### src/include/stap_pkg.sv
// Shared constants and types of the memory test access port.
package stap_pkg;

    // ==========================================================
    // Scan path lengths and identification field widths
    localparam int IR_W   = 3;
    localparam int ID_W   = 32;
    localparam int BSR_W  = 107;
    localparam int REV_W  = 3;
    localparam int PART_W = 17;
    localparam int MFR_W  = 11;

    // ==========================================================
    // Identification field positions
    localparam int ID_REV_LSB  = 29;
    localparam int ID_PART_LSB = 12;
    localparam int ID_MFR_LSB  = 1;

    // ==========================================================
    // Instruction codes
    localparam logic [IR_W-1:0] INS_EXTEST  = 3'h0;
    localparam logic [IR_W-1:0] INS_IDCODE  = 3'h1;
    localparam logic [IR_W-1:0] INS_SAMPLEZ = 3'h2;
    localparam logic [IR_W-1:0] INS_SAMPLE  = 3'h4;
    localparam logic [IR_W-1:0] INS_BYPASS  = 3'h7;

    // ==========================================================
    // Capture patterns and reset values
    localparam logic [IR_W-1:0]  IR_CAPTURE = 3'h1;
    localparam int               BUS_EN_BIT = 47;
    localparam logic [BSR_W-1:0] BSR_RESET  = 107'h8000_0000_0000;

    // ==========================================================
    // Controller states
    typedef enum logic [15:0] {
        ST_TLR   = 16'h0001,
        ST_RTI   = 16'h0002,
        ST_SELDR = 16'h0004,
        ST_CAPDR = 16'h0008,
        ST_SHDR  = 16'h0010,
        ST_EX1DR = 16'h0020,
        ST_PADR  = 16'h0040,
        ST_EX2DR = 16'h0080,
        ST_UPDR  = 16'h0100,
        ST_SELIR = 16'h0200,
        ST_CAPIR = 16'h0400,
        ST_SHIR  = 16'h0800,
        ST_EX1IR = 16'h1000,
        ST_PAIR  = 16'h2000,
        ST_EX2IR = 16'h4000,
        ST_UPIR  = 16'h8000
    } stap_state_type;

endpackage

### src/include/stap_ctl_if.sv
// Link between the port core and its controller state machine.
`timescale 1ns/1ps
interface stap_ctl_if;
    logic                     tckRise;
    logic                     tms;
    stap_pkg::stap_state_type state;

    modport fsm  (input tckRise, input tms, output state);
    modport core (output tckRise, output tms, input state);
endinterface

### src/verilog/stap_fsm.sv
// Sixteen-state test controller, stepped on each test clock rise.
`timescale 1ns/1ps
module stap_fsm
(
    // Clock and reset
    input wire logic ref_clk,
    input wire logic rstn,
    // Controller link
    stap_ctl_if.fsm  ctl
);

    // ==========================================================
    // Next state
    function automatic stap_pkg::stap_state_type nextState(
        input stap_pkg::stap_state_type cur,
        input logic                     m);
        stap_pkg::stap_state_type n;
        n = stap_pkg::ST_TLR;
        unique case (cur)
            stap_pkg::ST_TLR:   n = m ? stap_pkg::ST_TLR   : stap_pkg::ST_RTI;
            stap_pkg::ST_RTI:   n = m ? stap_pkg::ST_SELDR : stap_pkg::ST_RTI;
            stap_pkg::ST_SELDR: n = m ? stap_pkg::ST_SELIR : stap_pkg::ST_CAPDR;
            stap_pkg::ST_CAPDR: n = m ? stap_pkg::ST_EX1DR : stap_pkg::ST_SHDR;
            stap_pkg::ST_SHDR:  n = m ? stap_pkg::ST_EX1DR : stap_pkg::ST_SHDR;
            stap_pkg::ST_EX1DR: n = m ? stap_pkg::ST_UPDR  : stap_pkg::ST_PADR;
            stap_pkg::ST_PADR:  n = m ? stap_pkg::ST_EX2DR : stap_pkg::ST_PADR;
            stap_pkg::ST_EX2DR: n = m ? stap_pkg::ST_UPDR  : stap_pkg::ST_SHDR;
            stap_pkg::ST_UPDR:  n = m ? stap_pkg::ST_SELDR : stap_pkg::ST_RTI;
            stap_pkg::ST_SELIR: n = m ? stap_pkg::ST_TLR   : stap_pkg::ST_CAPIR;
            stap_pkg::ST_CAPIR: n = m ? stap_pkg::ST_EX1IR : stap_pkg::ST_SHIR;
            stap_pkg::ST_SHIR:  n = m ? stap_pkg::ST_EX1IR : stap_pkg::ST_SHIR;
            stap_pkg::ST_EX1IR: n = m ? stap_pkg::ST_UPIR  : stap_pkg::ST_PAIR;
            stap_pkg::ST_PAIR:  n = m ? stap_pkg::ST_EX2IR : stap_pkg::ST_PAIR;
            stap_pkg::ST_EX2IR: n = m ? stap_pkg::ST_UPIR  : stap_pkg::ST_SHIR;
            stap_pkg::ST_UPIR:  n = m ? stap_pkg::ST_SELDR : stap_pkg::ST_RTI;
            default:            n = stap_pkg::ST_TLR;
        endcase
        return n;
    endfunction

    stap_pkg::stap_state_type state_ff;
    stap_pkg::stap_state_type nxt_state;

    assign nxt_state = nextState(state_ff, ctl.tms);
    assign ctl.state = state_ff;

    always_ff @(posedge ref_clk)
    begin
        if (!rstn)
            state_ff <= stap_pkg::ST_TLR;
        else if (ctl.tckRise)
            state_ff <= nxt_state;
    end
endmodule

### src/verilog/stap_top.sv
// Boundary-scan test access port of a pipelined burst memory.
`timescale 1ns/1ps
//
// Notes on behaviour
// Paths: 3-bit IR, bypass, 32-bit ID, 107-cell chain.
// ID holds revision and part-type fields.
// ID bits 11:1 hold manufacturer code.
// ID bit 0 always reads one.
// Code 000 captures ring into chain.
// Code 001 selects identification register.
// Code 010 samples, selects chain, outputs high-Z.
// Codes 011, 101, 110 are reserved and select the bypass path.
// Code 100 samples ring, selects chain, harmless.
// Code 111 selects the one-bit bypass.
// Capture-IR loads 01 into low bits.
// Reset and Test-Logic-Reset load identification instruction.
// Cell 47 gates output bus under EXTEST.
// Sample input on rise, change output on fall.
// Sixteen-state controller; instruction takes effect in Update-IR.
module stap_top
#(
    parameter logic [stap_pkg::REV_W-1:0]  REVISION  = 3'h5,      // Arbitrary value.
    parameter logic [stap_pkg::PART_W-1:0] PART_TYPE = 17'h0_0A5C, // Arbitrary value.
    parameter logic [stap_pkg::MFR_W-1:0]  MFR_CODE  = 11'h2B7     // Arbitrary value.
)
(
    // Clock and reset
    input  wire logic                       ref_clk,
    input  wire logic                       rstn,
    // Test pins
    input  wire logic                       tck,
    input  wire logic                       tms,
    input  wire logic                       tdi,
    output logic                            tdo,
    output logic                            tdoEn,
    // Memory input/output ring
    input  wire logic [stap_pkg::BSR_W-1:0] ringIn,
    output logic      [stap_pkg::BSR_W-1:0] ringOut,
    output logic                            ringDriveEn,
    output logic                            qBusEnable
);

    // ==========================================================
    // Pin synchronisers and test clock edges
    logic                       tckMeta_ff, tckSync_ff, tckDly_ff;
    logic                       tmsMeta_ff, tmsSync_ff;
    logic                       tdiMeta_ff, tdiSync_ff;
    logic [stap_pkg::BSR_W-1:0] ringMeta_ff, ringSync_ff;
    logic                       tckRise;
    logic                       tckFall;

    always_ff @(posedge ref_clk)
    begin
        if (!rstn)
        begin
            tckMeta_ff  <= 1'h0;
            tckSync_ff  <= 1'h0;
            tckDly_ff   <= 1'h0;
            tmsMeta_ff  <= 1'h1;
            tmsSync_ff  <= 1'h1;
            tdiMeta_ff  <= 1'h0;
            tdiSync_ff  <= 1'h0;
            ringMeta_ff <= '0;
            ringSync_ff <= '0;
        end
        else
        begin
            tckMeta_ff  <= tck;
            tckSync_ff  <= tckMeta_ff;
            tckDly_ff   <= tckSync_ff;
            tmsMeta_ff  <= tms;
            tmsSync_ff  <= tmsMeta_ff;
            tdiMeta_ff  <= tdi;
            tdiSync_ff  <= tdiMeta_ff;
            ringMeta_ff <= ringIn;
            ringSync_ff <= ringMeta_ff;
        end
    end

    assign tckRise = tckSync_ff & ~tckDly_ff;
    assign tckFall = ~tckSync_ff & tckDly_ff;

    // ==========================================================
    // Controller
    stap_ctl_if ctl ();

    assign ctl.tckRise = tckRise;
    assign ctl.tms     = tmsSync_ff;

    stap_fsm u_fsm
    (
        .ref_clk (ref_clk),
        .rstn    (rstn),
        .ctl     (ctl)
    );

    // ==========================================================
    // State and instruction decode
    wire logic inTlr   = ctl.state == stap_pkg::ST_TLR;
    wire logic inCapIr = ctl.state == stap_pkg::ST_CAPIR;
    wire logic inShIr  = ctl.state == stap_pkg::ST_SHIR;
    wire logic inUpIr  = ctl.state == stap_pkg::ST_UPIR;
    wire logic inCapDr = ctl.state == stap_pkg::ST_CAPDR;
    wire logic inShDr  = ctl.state == stap_pkg::ST_SHDR;
    wire logic inUpDr  = ctl.state == stap_pkg::ST_UPDR;

    logic [stap_pkg::IR_W-1:0] instr_ff;
    logic [stap_pkg::IR_W-1:0] irShift_ff;

    // Reserved codes fall back to the bypass path so the chain length stays defined.
    wire logic selBsr = instr_ff == stap_pkg::INS_EXTEST  ||
                        instr_ff == stap_pkg::INS_SAMPLEZ ||
                        instr_ff == stap_pkg::INS_SAMPLE;
    wire logic selId  = instr_ff == stap_pkg::INS_IDCODE;
    wire logic selByp = !selBsr && !selId;

    wire logic [stap_pkg::ID_W-1:0] idValue = {REVISION, PART_TYPE, MFR_CODE, 1'h1};

    // ==========================================================
    // Instruction register
    always_ff @(posedge ref_clk)
    begin
        if (!rstn)
            irShift_ff <= stap_pkg::IR_CAPTURE;
        else if (tckRise && inCapIr)
            irShift_ff <= stap_pkg::IR_CAPTURE;
        else if (tckRise && inShIr)
            irShift_ff <= {tdiSync_ff, irShift_ff[stap_pkg::IR_W-1:1]};
    end

    always_ff @(posedge ref_clk)
    begin
        if (!rstn || inTlr)
            instr_ff <= stap_pkg::INS_IDCODE;
        else if (tckFall && inUpIr)
            instr_ff <= irShift_ff;
    end

    // ==========================================================
    // Data registers
    logic                       bypass_ff;
    logic [stap_pkg::ID_W-1:0]  idShift_ff;
    logic [stap_pkg::BSR_W-1:0] bsrShift_ff;
    logic [stap_pkg::BSR_W-1:0] preload_ff;
    logic [stap_pkg::BSR_W-1:0] ringCapture;

    // The internal cell has no bump, so it captures its own latched value.
    always_comb
    begin
        ringCapture                      = ringSync_ff;
        ringCapture[stap_pkg::BUS_EN_BIT] = preload_ff[stap_pkg::BUS_EN_BIT];
    end

    always_ff @(posedge ref_clk)
    begin
        if (!rstn)
        begin
            bypass_ff   <= 1'h0;
            idShift_ff  <= '0;
            bsrShift_ff <= '0;
        end
        else if (tckRise && inCapDr)
        begin
            bypass_ff  <= 1'h0;
            idShift_ff <= idValue;
            if (selBsr)
                bsrShift_ff <= ringCapture;
        end
        else if (tckRise && inShDr)
        begin
            bypass_ff  <= tdiSync_ff;
            idShift_ff <= {tdiSync_ff, idShift_ff[stap_pkg::ID_W-1:1]};
            if (selBsr)
                bsrShift_ff <= {tdiSync_ff, bsrShift_ff[stap_pkg::BSR_W-1:1]};
        end
    end

    always_ff @(posedge ref_clk)
    begin
        if (!rstn || inTlr)
            preload_ff <= stap_pkg::BSR_RESET;
        else if (tckFall && inUpDr && selBsr)
            preload_ff <= bsrShift_ff;
    end

    // ==========================================================
    // Serial output on the falling test clock edge
    wire logic drBit = selBsr ? bsrShift_ff[0] : (selId ? idShift_ff[0] : bypass_ff);

    always_ff @(posedge ref_clk)
    begin
        if (!rstn)
        begin
            tdo   <= 1'h0;
            tdoEn <= 1'h0;
        end
        else if (tckFall)
        begin
            tdo   <= inShIr ? irShift_ff[0] : drBit;
            tdoEn <= inShIr || inShDr;
        end
    end

    // ==========================================================
    // Ring and output bus control
    always_ff @(posedge ref_clk)
    begin
        if (!rstn)
        begin
            ringOut     <= '0;
            ringDriveEn <= 1'h0;
            qBusEnable  <= 1'h1;
        end
        else
        begin
            ringOut     <= preload_ff;
            ringDriveEn <= instr_ff == stap_pkg::INS_EXTEST;
            if (instr_ff == stap_pkg::INS_EXTEST)
                qBusEnable <= preload_ff[stap_pkg::BUS_EN_BIT];
            else
                qBusEnable <= instr_ff != stap_pkg::INS_SAMPLEZ;
        end
    end
endmodule

### config.mk
export PLATFORM = sky130hd
export DESIGN_NAME = stap_top
export DESIGN_NICKNAME = d
export VERILOG_FILES = /design/src/include/stap_pkg.sv /design/src/include/stap_ctl_if.sv /design/src/verilog/stap_fsm.sv /design/src/verilog/stap_top.sv
export SDC_FILE = /design/constraint.sdc
export NUM_CORES = 1
export LEC_CHECK = 0
export ABC_AREA = 1
export BUFFER_PORTS_ARGS = -buffer_cell sky130_fd_sc_hd__buf_2
export CELL_PAD_IN_SITES_DETAIL_PLACEMENT = 2
export CELL_PAD_IN_SITES_GLOBAL_PLACEMENT = 2
export CORE_MARGIN = 5
export CORE_UTILIZATION = 30
export CTS_BUF_LIST = sky130_fd_sc_hd__clkbuf_16
export CTS_CLUSTER_DIAMETER = 40
export CTS_CLUSTER_SIZE = 28
export DETAILED_ROUTE_END_ITERATION = 10
export PLACE_DENSITY_LB_ADDON = 0.08
export SYNTH_ARGS = -nofsm -noshare
export SYNTH_HDL_FRONTEND = slang
export SYNTH_SLANG_ARGS = --single-unit
### constraint.sdc
create_clock -name ref_clk -period 4 [get_ports ref_clk]
set_input_delay 0.2 -clock ref_clk [delete_from_list [all_inputs] [get_ports ref_clk]]
set_output_delay 0.2 -clock ref_clk [all_outputs]
set_load 0.05 [all_outputs]
# Word level (Yosys, flattened, before mapping)
# Index checks and enable logic that the tools add are counted.
[classes]
mux = 23
bitwise_logic = 5
n_reduce_logical = 20
eq_ne = 22
[op_table]
columns = ["op", "count"]
rows = [
  ["2-to-1 mux 107 bit", 4],
  ["case mux 16 bit (12 select lines)", 1],
  ["2-to-1 mux 32 bit", 2],
  ["2-to-1 mux 16 bit", 2],
  ["2-to-1 mux 9 bit", 2],
  ["equality test 16 x 1 -> 1 bit (second input constant)", 1],
  ["equality test 16 x 10 -> 1 bit (second input constant)", 1],
  ["equality test 16 x 11 -> 1 bit (second input constant)", 1],
  ["equality test 16 x 12 -> 1 bit (second input constant)", 1],
  ["equality test 16 x 13 -> 1 bit (second input constant)", 1],
  ["equality test 16 x 14 -> 1 bit (second input constant)", 1],
  ["equality test 16 x 15 -> 1 bit (second input constant)", 1],
  ["equality test 16 bit (second input constant)", 1],
  ["equality test 16 x 2 -> 1 bit (second input constant)", 1],
  ["equality test 16 x 3 -> 1 bit (second input constant)", 1],
  ["equality test 16 x 4 -> 1 bit (second input constant)", 1],
  ["equality test 16 x 5 -> 1 bit (second input constant)", 1],
  ["equality test 16 x 6 -> 1 bit (second input constant)", 1],
  ["equality test 16 x 7 -> 1 bit (second input constant)", 1],
  ["equality test 16 x 8 -> 1 bit (second input constant)", 1],
  ["equality test 16 x 9 -> 1 bit (second input constant)", 1],
  ["2-to-1 mux 15 bit", 1],
  ["2-to-1 mux 13 bit", 1],
  ["2-to-1 mux 11 bit", 1],
  ["21 further kinds", 40],
]
[totals]
regBits = 601
in_bits = 112
wordCells = 92
out_inout_bits = 111

# Logic depth before layout (Yosys ltp)
[logic_depth]
word_depth = 6
mapped_depth = 11
mapped_depth_nobuf = 11

# Hierarchy
# From an unflattened synthesis, not the netlist that was laid out.
[unflattened]
cells_unflattened = 2916
hier_area_um2 = 21430.6
[modules_own_cells]
columns = ["module", "instances", "area_each_um2", "cells_per_inst", "seq_area_each_um2"]
rows = [
  ["stap_top", 1, 20350.8, 2746, 11671.2],
  ["stap_fsm", 1, 1079.8, 170, 320.3],
]

# Worst setup path after synthesis
# OpenSTA, ideal clock, no wires.
[synth_path]
path_type = "register to register"
from = "reg u_fsm.state_ff[15] (netlist: u_fsm.ctl.state[15])"
to = "reg bsrShift_ff[100] (netlist bit)"
stages_incl_launch_ff = 11
path_buffers = 2
slack_ps = 2309
synth_period_minus_slack_ps = 1691
required_ps = 3888
arrival_time_ps = 1580
setup_time_ps = 112
path_cell_list = "dfxtp_1 nor2_2 nand2_2 nor2_8 nand3_1 nand2_2 nand3_4 buf_2 buf_2 nor2_1 nor2_1"
[synth_between]
elab_chain_cells = 4
word_cells_on_any_way = 9
classes_between = "eq/ne: 4; mux: 1; reduce/logical: 4"
[synth_rtl]
columns = ["element", "line_no", "text"]
rows = [
  ["start, declared", "stap_fsm.sv:41", "stap_pkg::stap_state_type state_ff;"],
  ["start signal, assigned", "stap_fsm.sv:50", "state_ff <= stap_pkg::ST_TLR;"],
  ["start signal, assigned", "stap_fsm.sv:52", "state_ff <= nxt_state;"],
  ["equality test 16 x 5 -> 1 bit or equality test 16 x 4 -> 1 bit (tied branches)", "stap_top.sv:104, stap_top.sv:103", ""],
  ["logical AND 1 bit (on tied branches)", "stap_top.sv:169, stap_top.sv:162", ""],
  ["inequality test 2 bit (no line) or nonzero test 2 bit (tied branches)", "-", ""],
  ["AND reduction 3 bit (no line)", "-", ""],
  ["end signal, assigned", "stap_top.sv:167", "bsrShift_ff <= ringCapture;"],
  ["end signal, assigned", "stap_top.sv:174", "bsrShift_ff <= {tdiSync_ff, bsrShift_ff[stap_pkg::BSR_W-1:1]};"],
  ["end, declared", "stap_top.sv:143", "logic [stap_pkg::BSR_W-1:0] bsrShift_ff;"],
]
# Parallel ways exist; a longest one is shown, timed or not.
# A chain may end at the register's enable or synchronous reset.

# Worst setup path after layout
[layout_path]
from = "reg u_fsm.state_ff[15] (netlist: u_fsm.ctl.state[15])"
to = "reg bsrShift_ff[32] (netlist bit)"
# The elaborated chain is that of the path after synthesis.

==> impl_metrics.sql <==
INSERT INTO impl_metrics (metric_group, metric, value, unit) VALUES
('die', 'die-area', '75100', 'um2'),
('drt', 'routed_via_density', '4.30', ''),
('worst_setup_path', 'timing.critical_path.slowest_cell_delay', '0.62', 'ns'),
('run_status', 'outcome', 'complete, no violations', ''),
('cells_and_area', 'post-route-util', '0.406', ''),
('global_routing', 'globalRouteOverflowTotal', '0', ''),
('drt', 'drt_pass1_iterations', '4', ''),
('drt', 'num_vias', '17761', ''),
('global_routing', 'track_usage', '0.160', ''),
('drt', 'drt-total-wl', '60300', 'um'),
('cells_and_area', 'drive_gt1_frac', '0.142', ''),
('sta', 'fin_skew', '0.0177', 'ns'),
('global_routing', 'grt_start_max_net_pins', '215', ''),
('sta', 'finalMaxSlewViolations', '0', ''),
('logic_synthesis', 'syn_area_per_cell', '7.55', 'um2'),
('place', 'place.detailed.hpwl', '35100', 'um'),
('die', 'die_h', '274', 'um'),
('worst_setup_path', 'critPathRequiredTime', '4.56', 'ns'),
('cts', 'cts_setup_buffers', '0', ''),
('sta', 'setup_violations', '0', ''),
('cts', 'clkTransAtPathRegs', '0.05', 'ns'),
('flow_run', 'max-cap-violations', '0', ''),
('worst_setup_path', 'crit_slowest_cell', 'sky130_fd_sc_hd__nand3_4', ''),
('cells_and_area', 'fillers', '7714', ''),
('logic_synthesis', 'post_synth_instance_area', '20900', 'um2'),
('worst_setup_path', 'worstSetupPathType', 'flop to flop', ''),
('global_routing', 'grt_first_pass_wirelength', '99400', 'um'),
('worst_hold_path', 'hold_path.startpoint', 'rstn', ''),
('global_routing', 'grt_antenna_before_repair', '4', ''),
('worst_setup_path', 'path_cells', 'nor2_2 > nand2_2 > nor2_8 > nand3_1 > nand2_2 > nand3_4 > buf_12 > nand2_1 > nand2_1 > nor2_1', ''),
('global_routing', 'number_of_global_route_vias_before_repair', '19756', ''),
('cts', 'cts_h_tree_depth', '3', ''),
('cells_and_area', 'finish.net_count', '3201', ''),
('sta', 'worst_hold_slack', '0.0412', 'ns'),
('place', 'place_congestion', '0.728', ''),
('power', 'p_leak', '0.0143', 'uW'),
('sta', 'timing.final.crit_period', '2.85', 'ns'),
('sta', 'max-slew-margin-rel', '0.0729', ''),
('drt', 'wl_per_cell', '14.6', 'um'),
('drt', 'detail-route-antenna-nets', '0', ''),
('cts', 'clk_latency', '0.64', 'ns'),
('power', 'total_power', '16400', 'uW'),
('cts', 'clock_tree_root', 'sky130_fd_sc_hd__clkbuf_16', ''),
('power', 'power_per_cell_area', '587', 'nW/um2'),
('logic_synthesis', 'flip_flop_and_latch_count_after_synthesis', '599', ''),
('sta', 'achievable-frequency', '351', 'MHz'),
('drt', 'drt_drc_violations_left', '0', ''),
('worst_setup_path', 'timing.rr.start', 'u_fsm.ctl.state[15]', ''),
('place', 'port_buffers', '221', ''),
('logic_synthesis', 'synthCells', '2769', ''),
('die', 'core_region_area', '68800', 'um2'),
('die', 'initial_core_util', '0.304', ''),
('cts', 'clkSinkCount', '599', ''),
('sta', 'final.setup.tns', '0', 'ns'),
('cells_and_area', 'synthToLayoutAreaGrowth', '33.6', '%'),
('cts', 'cts_tree', 'yes', ''),
('logic_synthesis', 'seq_area_frac_synth', '0.573', ''),
('worst_setup_path', 'worst_ep_arrival_time', '3.41', 'ns'),
('sta', 'rsz0062_at_grt', 'no', ''),
('logic_synthesis', 'synth.distinct_cells', '28', ''),
('worst_setup_path', 'start_kind', 'flop', ''),
('worst_hold_path', 'hold_path.class', 'input pin to flop', ''),
('logic_synthesis', 'count_of_synthesis_stage_warnings_from_yosys', '0', ''),
('worst_setup_path', 'setup.worst_path.start', 'u_fsm.ctl.state[15]', ''),
('cts', 'hold_buffer_count_at_cts', '109', ''),
('sta', 'timing_worst_slew_pin_value', '1.39', 'ns'),
('cts', 'clockBufferDepth', '3', ''),
('die', 'num_rows', '96', ''),
('worst_setup_path', 'critical_path.max_fanout', '84', ''),
('die', 'floorplan.die.width', '274', 'um'),
('sta', 'period_share', '0.713', ''),
('drt', 'initialDrtViolationCount', '541', ''),
('sta', 'hold_viol', '0', ''),
('cts', 'total_clock_buffers_created_by_cts', '114', ''),
('cts', 'ctsResizeCount', '0', ''),
('worst_setup_path', 'setup.worst_path.end_class', 'flop', ''),
('die', 'ioPinCount', '223', ''),
('logic_synthesis', 'synthesis.nets', '2881', ''),
('power', 'peakVddDrop', '0.313', 'mV');
## routing by layer
metal | routed length, um | track usage | vias up
met5 | 0 | 0 | -
met4 | 1260 | 0.0519 | 0
met3 | 2420 | 0.0313 | 92
met2 | 30400 | 0.294 | 252
met1 | 26200 | 0.186 | 8558
li1 | - | - | 8859
## cells in the mapped netlist, drive strengths merged
cell | instances | area (um2)
inv | 572 | 2150
a211oi | 3 | 22.5
o211ai | 2 | 15.0
buf | 52 | 329
a31oi | 1 | 6.26
nor2 | 254 | 987
or2 | 2 | 12.5
o21ai | 225 | 1130
nand4 | 5 | 31.3
nor4 | 1 | 6.26
nor3 | 3 | 15.0
dfxtp | 599 | 12000
nand2 | 755 | 2840
a2111o | 1 | 11.3
clkinv | 2 | 7.51
nor3b | 1 | 7.51
a21oi | 177 | 886
clkbuf | 90 | 338
nand3 | 24 | 138
## through the flow
stage          instance area (um2)  setup WS [ns]  instances
2_1_floorplan                20900           2.31       2769
3_3_place_gp                 22800           1.23       3795
3_5_place_dp                 22800           1.13       3795
4_1_cts                      27900           1.06       4120
5_1_grt                      27900          0.913       4122
6_report                     28000           1.15       4126
## worst max-delay path: cells and delay by family, from the launching register on
family	cells	cell delay, ns
simple gates	9	1.90
buf+inv	1	0.51
flops	1	0.34
## path summary, 6_finish.rpt
kind	to	slack [ns]	cells after the start
min reg2reg	ringSync_ff[65]	0.41	2
max	bsrShift_ff[32]	1.15	10
max reg2reg	bsrShift_ff[32]	1.15	10
min	ringMeta_ff[0]	0.04	3
## power by group
group	leakage [uW]	total, uW	switching [uW]	internal [uW]
Sequential	0.00487	6110	30.9	6080
Clock	0.00196	9920	3410	6500
Combinational	0.00742	386	223	164
## kinds of logic after synthesis
kind of cell / share of synthesized area
and+or+nand+nor: 0.193
buffers and inverters: 0.135
DFF: 0.573
AOI/OAI and AO/OA: 0.0988
## flip-flops by register name (all words and copies together) (netlist names)
signal,count
bsrShift_ff,107
preload_ff,107
ringOut,107
ringMeta_ff,106
ringSync_ff,106
idShift_ff,32
u_fsm.ctl.state,16
instr_ff,3
irShift_ff,3
bypass_ff,1
ctl.tms,1
qBusEnable,1
ringDriveEn,1
tckDly_ff,1
tckMeta_ff,1
tckSync_ff,1
tdiMeta_ff,1
tdiSync_ff,1
tdo,1
tdoEn,1
tmsMeta_ff,1
## area by class of cell
type	instances	area, um2	area share
diodes	6	15.0	0.000537
multi-input cells	1454	6110	0.219
clock inverters	100	1130	0.0406
clock buffers	116	2900	0.104
repair buffers	346	2480	0.0886
flip-flops and latches	599	12000	0.429
well taps	931	1160	0.0417
inverters	574	2160	0.0771
## cell usage in the layout (no fill, tap or decap), types with 2 or more instances in the layout
| cell | Yosys | layout |
|---|---|---|
| sky130_fd_sc_hd__nand4_1 | 5 | 5 |
| sky130_fd_sc_hd__clkinv_1 | 2 | 10 |
| sky130_fd_sc_hd__nor3_1 | 3 | 3 |
| sky130_fd_sc_hd__buf_2 | 29 | 220 |
| sky130_fd_sc_hd__inv_1 | 572 | 579 |
| sky130_fd_sc_hd__o21ai_1 | 79 | 79 |
| sky130_fd_sc_hd__bufinv_16 | 0 | 18 |
| sky130_fd_sc_hd__clkbuf_16 | 0 | 116 |
| sky130_fd_sc_hd__a211oi_1 | 3 | 3 |
| sky130_fd_sc_hd__nor2_1 | 246 | 246 |
| sky130_fd_sc_hd__o21ai_0 | 146 | 146 |
| sky130_fd_sc_hd__dlygate4sd3_1 | 0 | 109 |
| sky130_fd_sc_hd__clkinv_2 | 0 | 16 |
| sky130_fd_sc_hd__clkinvlp_4 | 0 | 17 |
| sky130_fd_sc_hd__or2_2 | 2 | 2 |
| sky130_fd_sc_hd__clkinv_8 | 0 | 3 |
| sky130_fd_sc_hd__buf_12 | 0 | 12 |
| sky130_fd_sc_hd__diode_2 | 0 | 6 |
| sky130_fd_sc_hd__nand3_1 | 22 | 22 |
| sky130_fd_sc_hd__buf_4 | 12 | 4 |
| sky130_fd_sc_hd__clkinv_4 | 0 | 10 |
| sky130_fd_sc_hd__o211ai_1 | 2 | 2 |
| sky130_fd_sc_hd__inv_6 | 0 | 17 |
| sky130_fd_sc_hd__nand2_1 | 752 | 752 |
| sky130_fd_sc_hd__inv_8 | 0 | 4 |
| sky130_fd_sc_hd__nor2_2 | 7 | 6 |
| sky130_fd_sc_hd__dfxtp_1 | 599 | 599 |
| sky130_fd_sc_hd__nand2_2 | 3 | 3 |
| sky130_fd_sc_hd__a21oi_1 | 177 | 177 |
(Power assumes the default switching activity.)
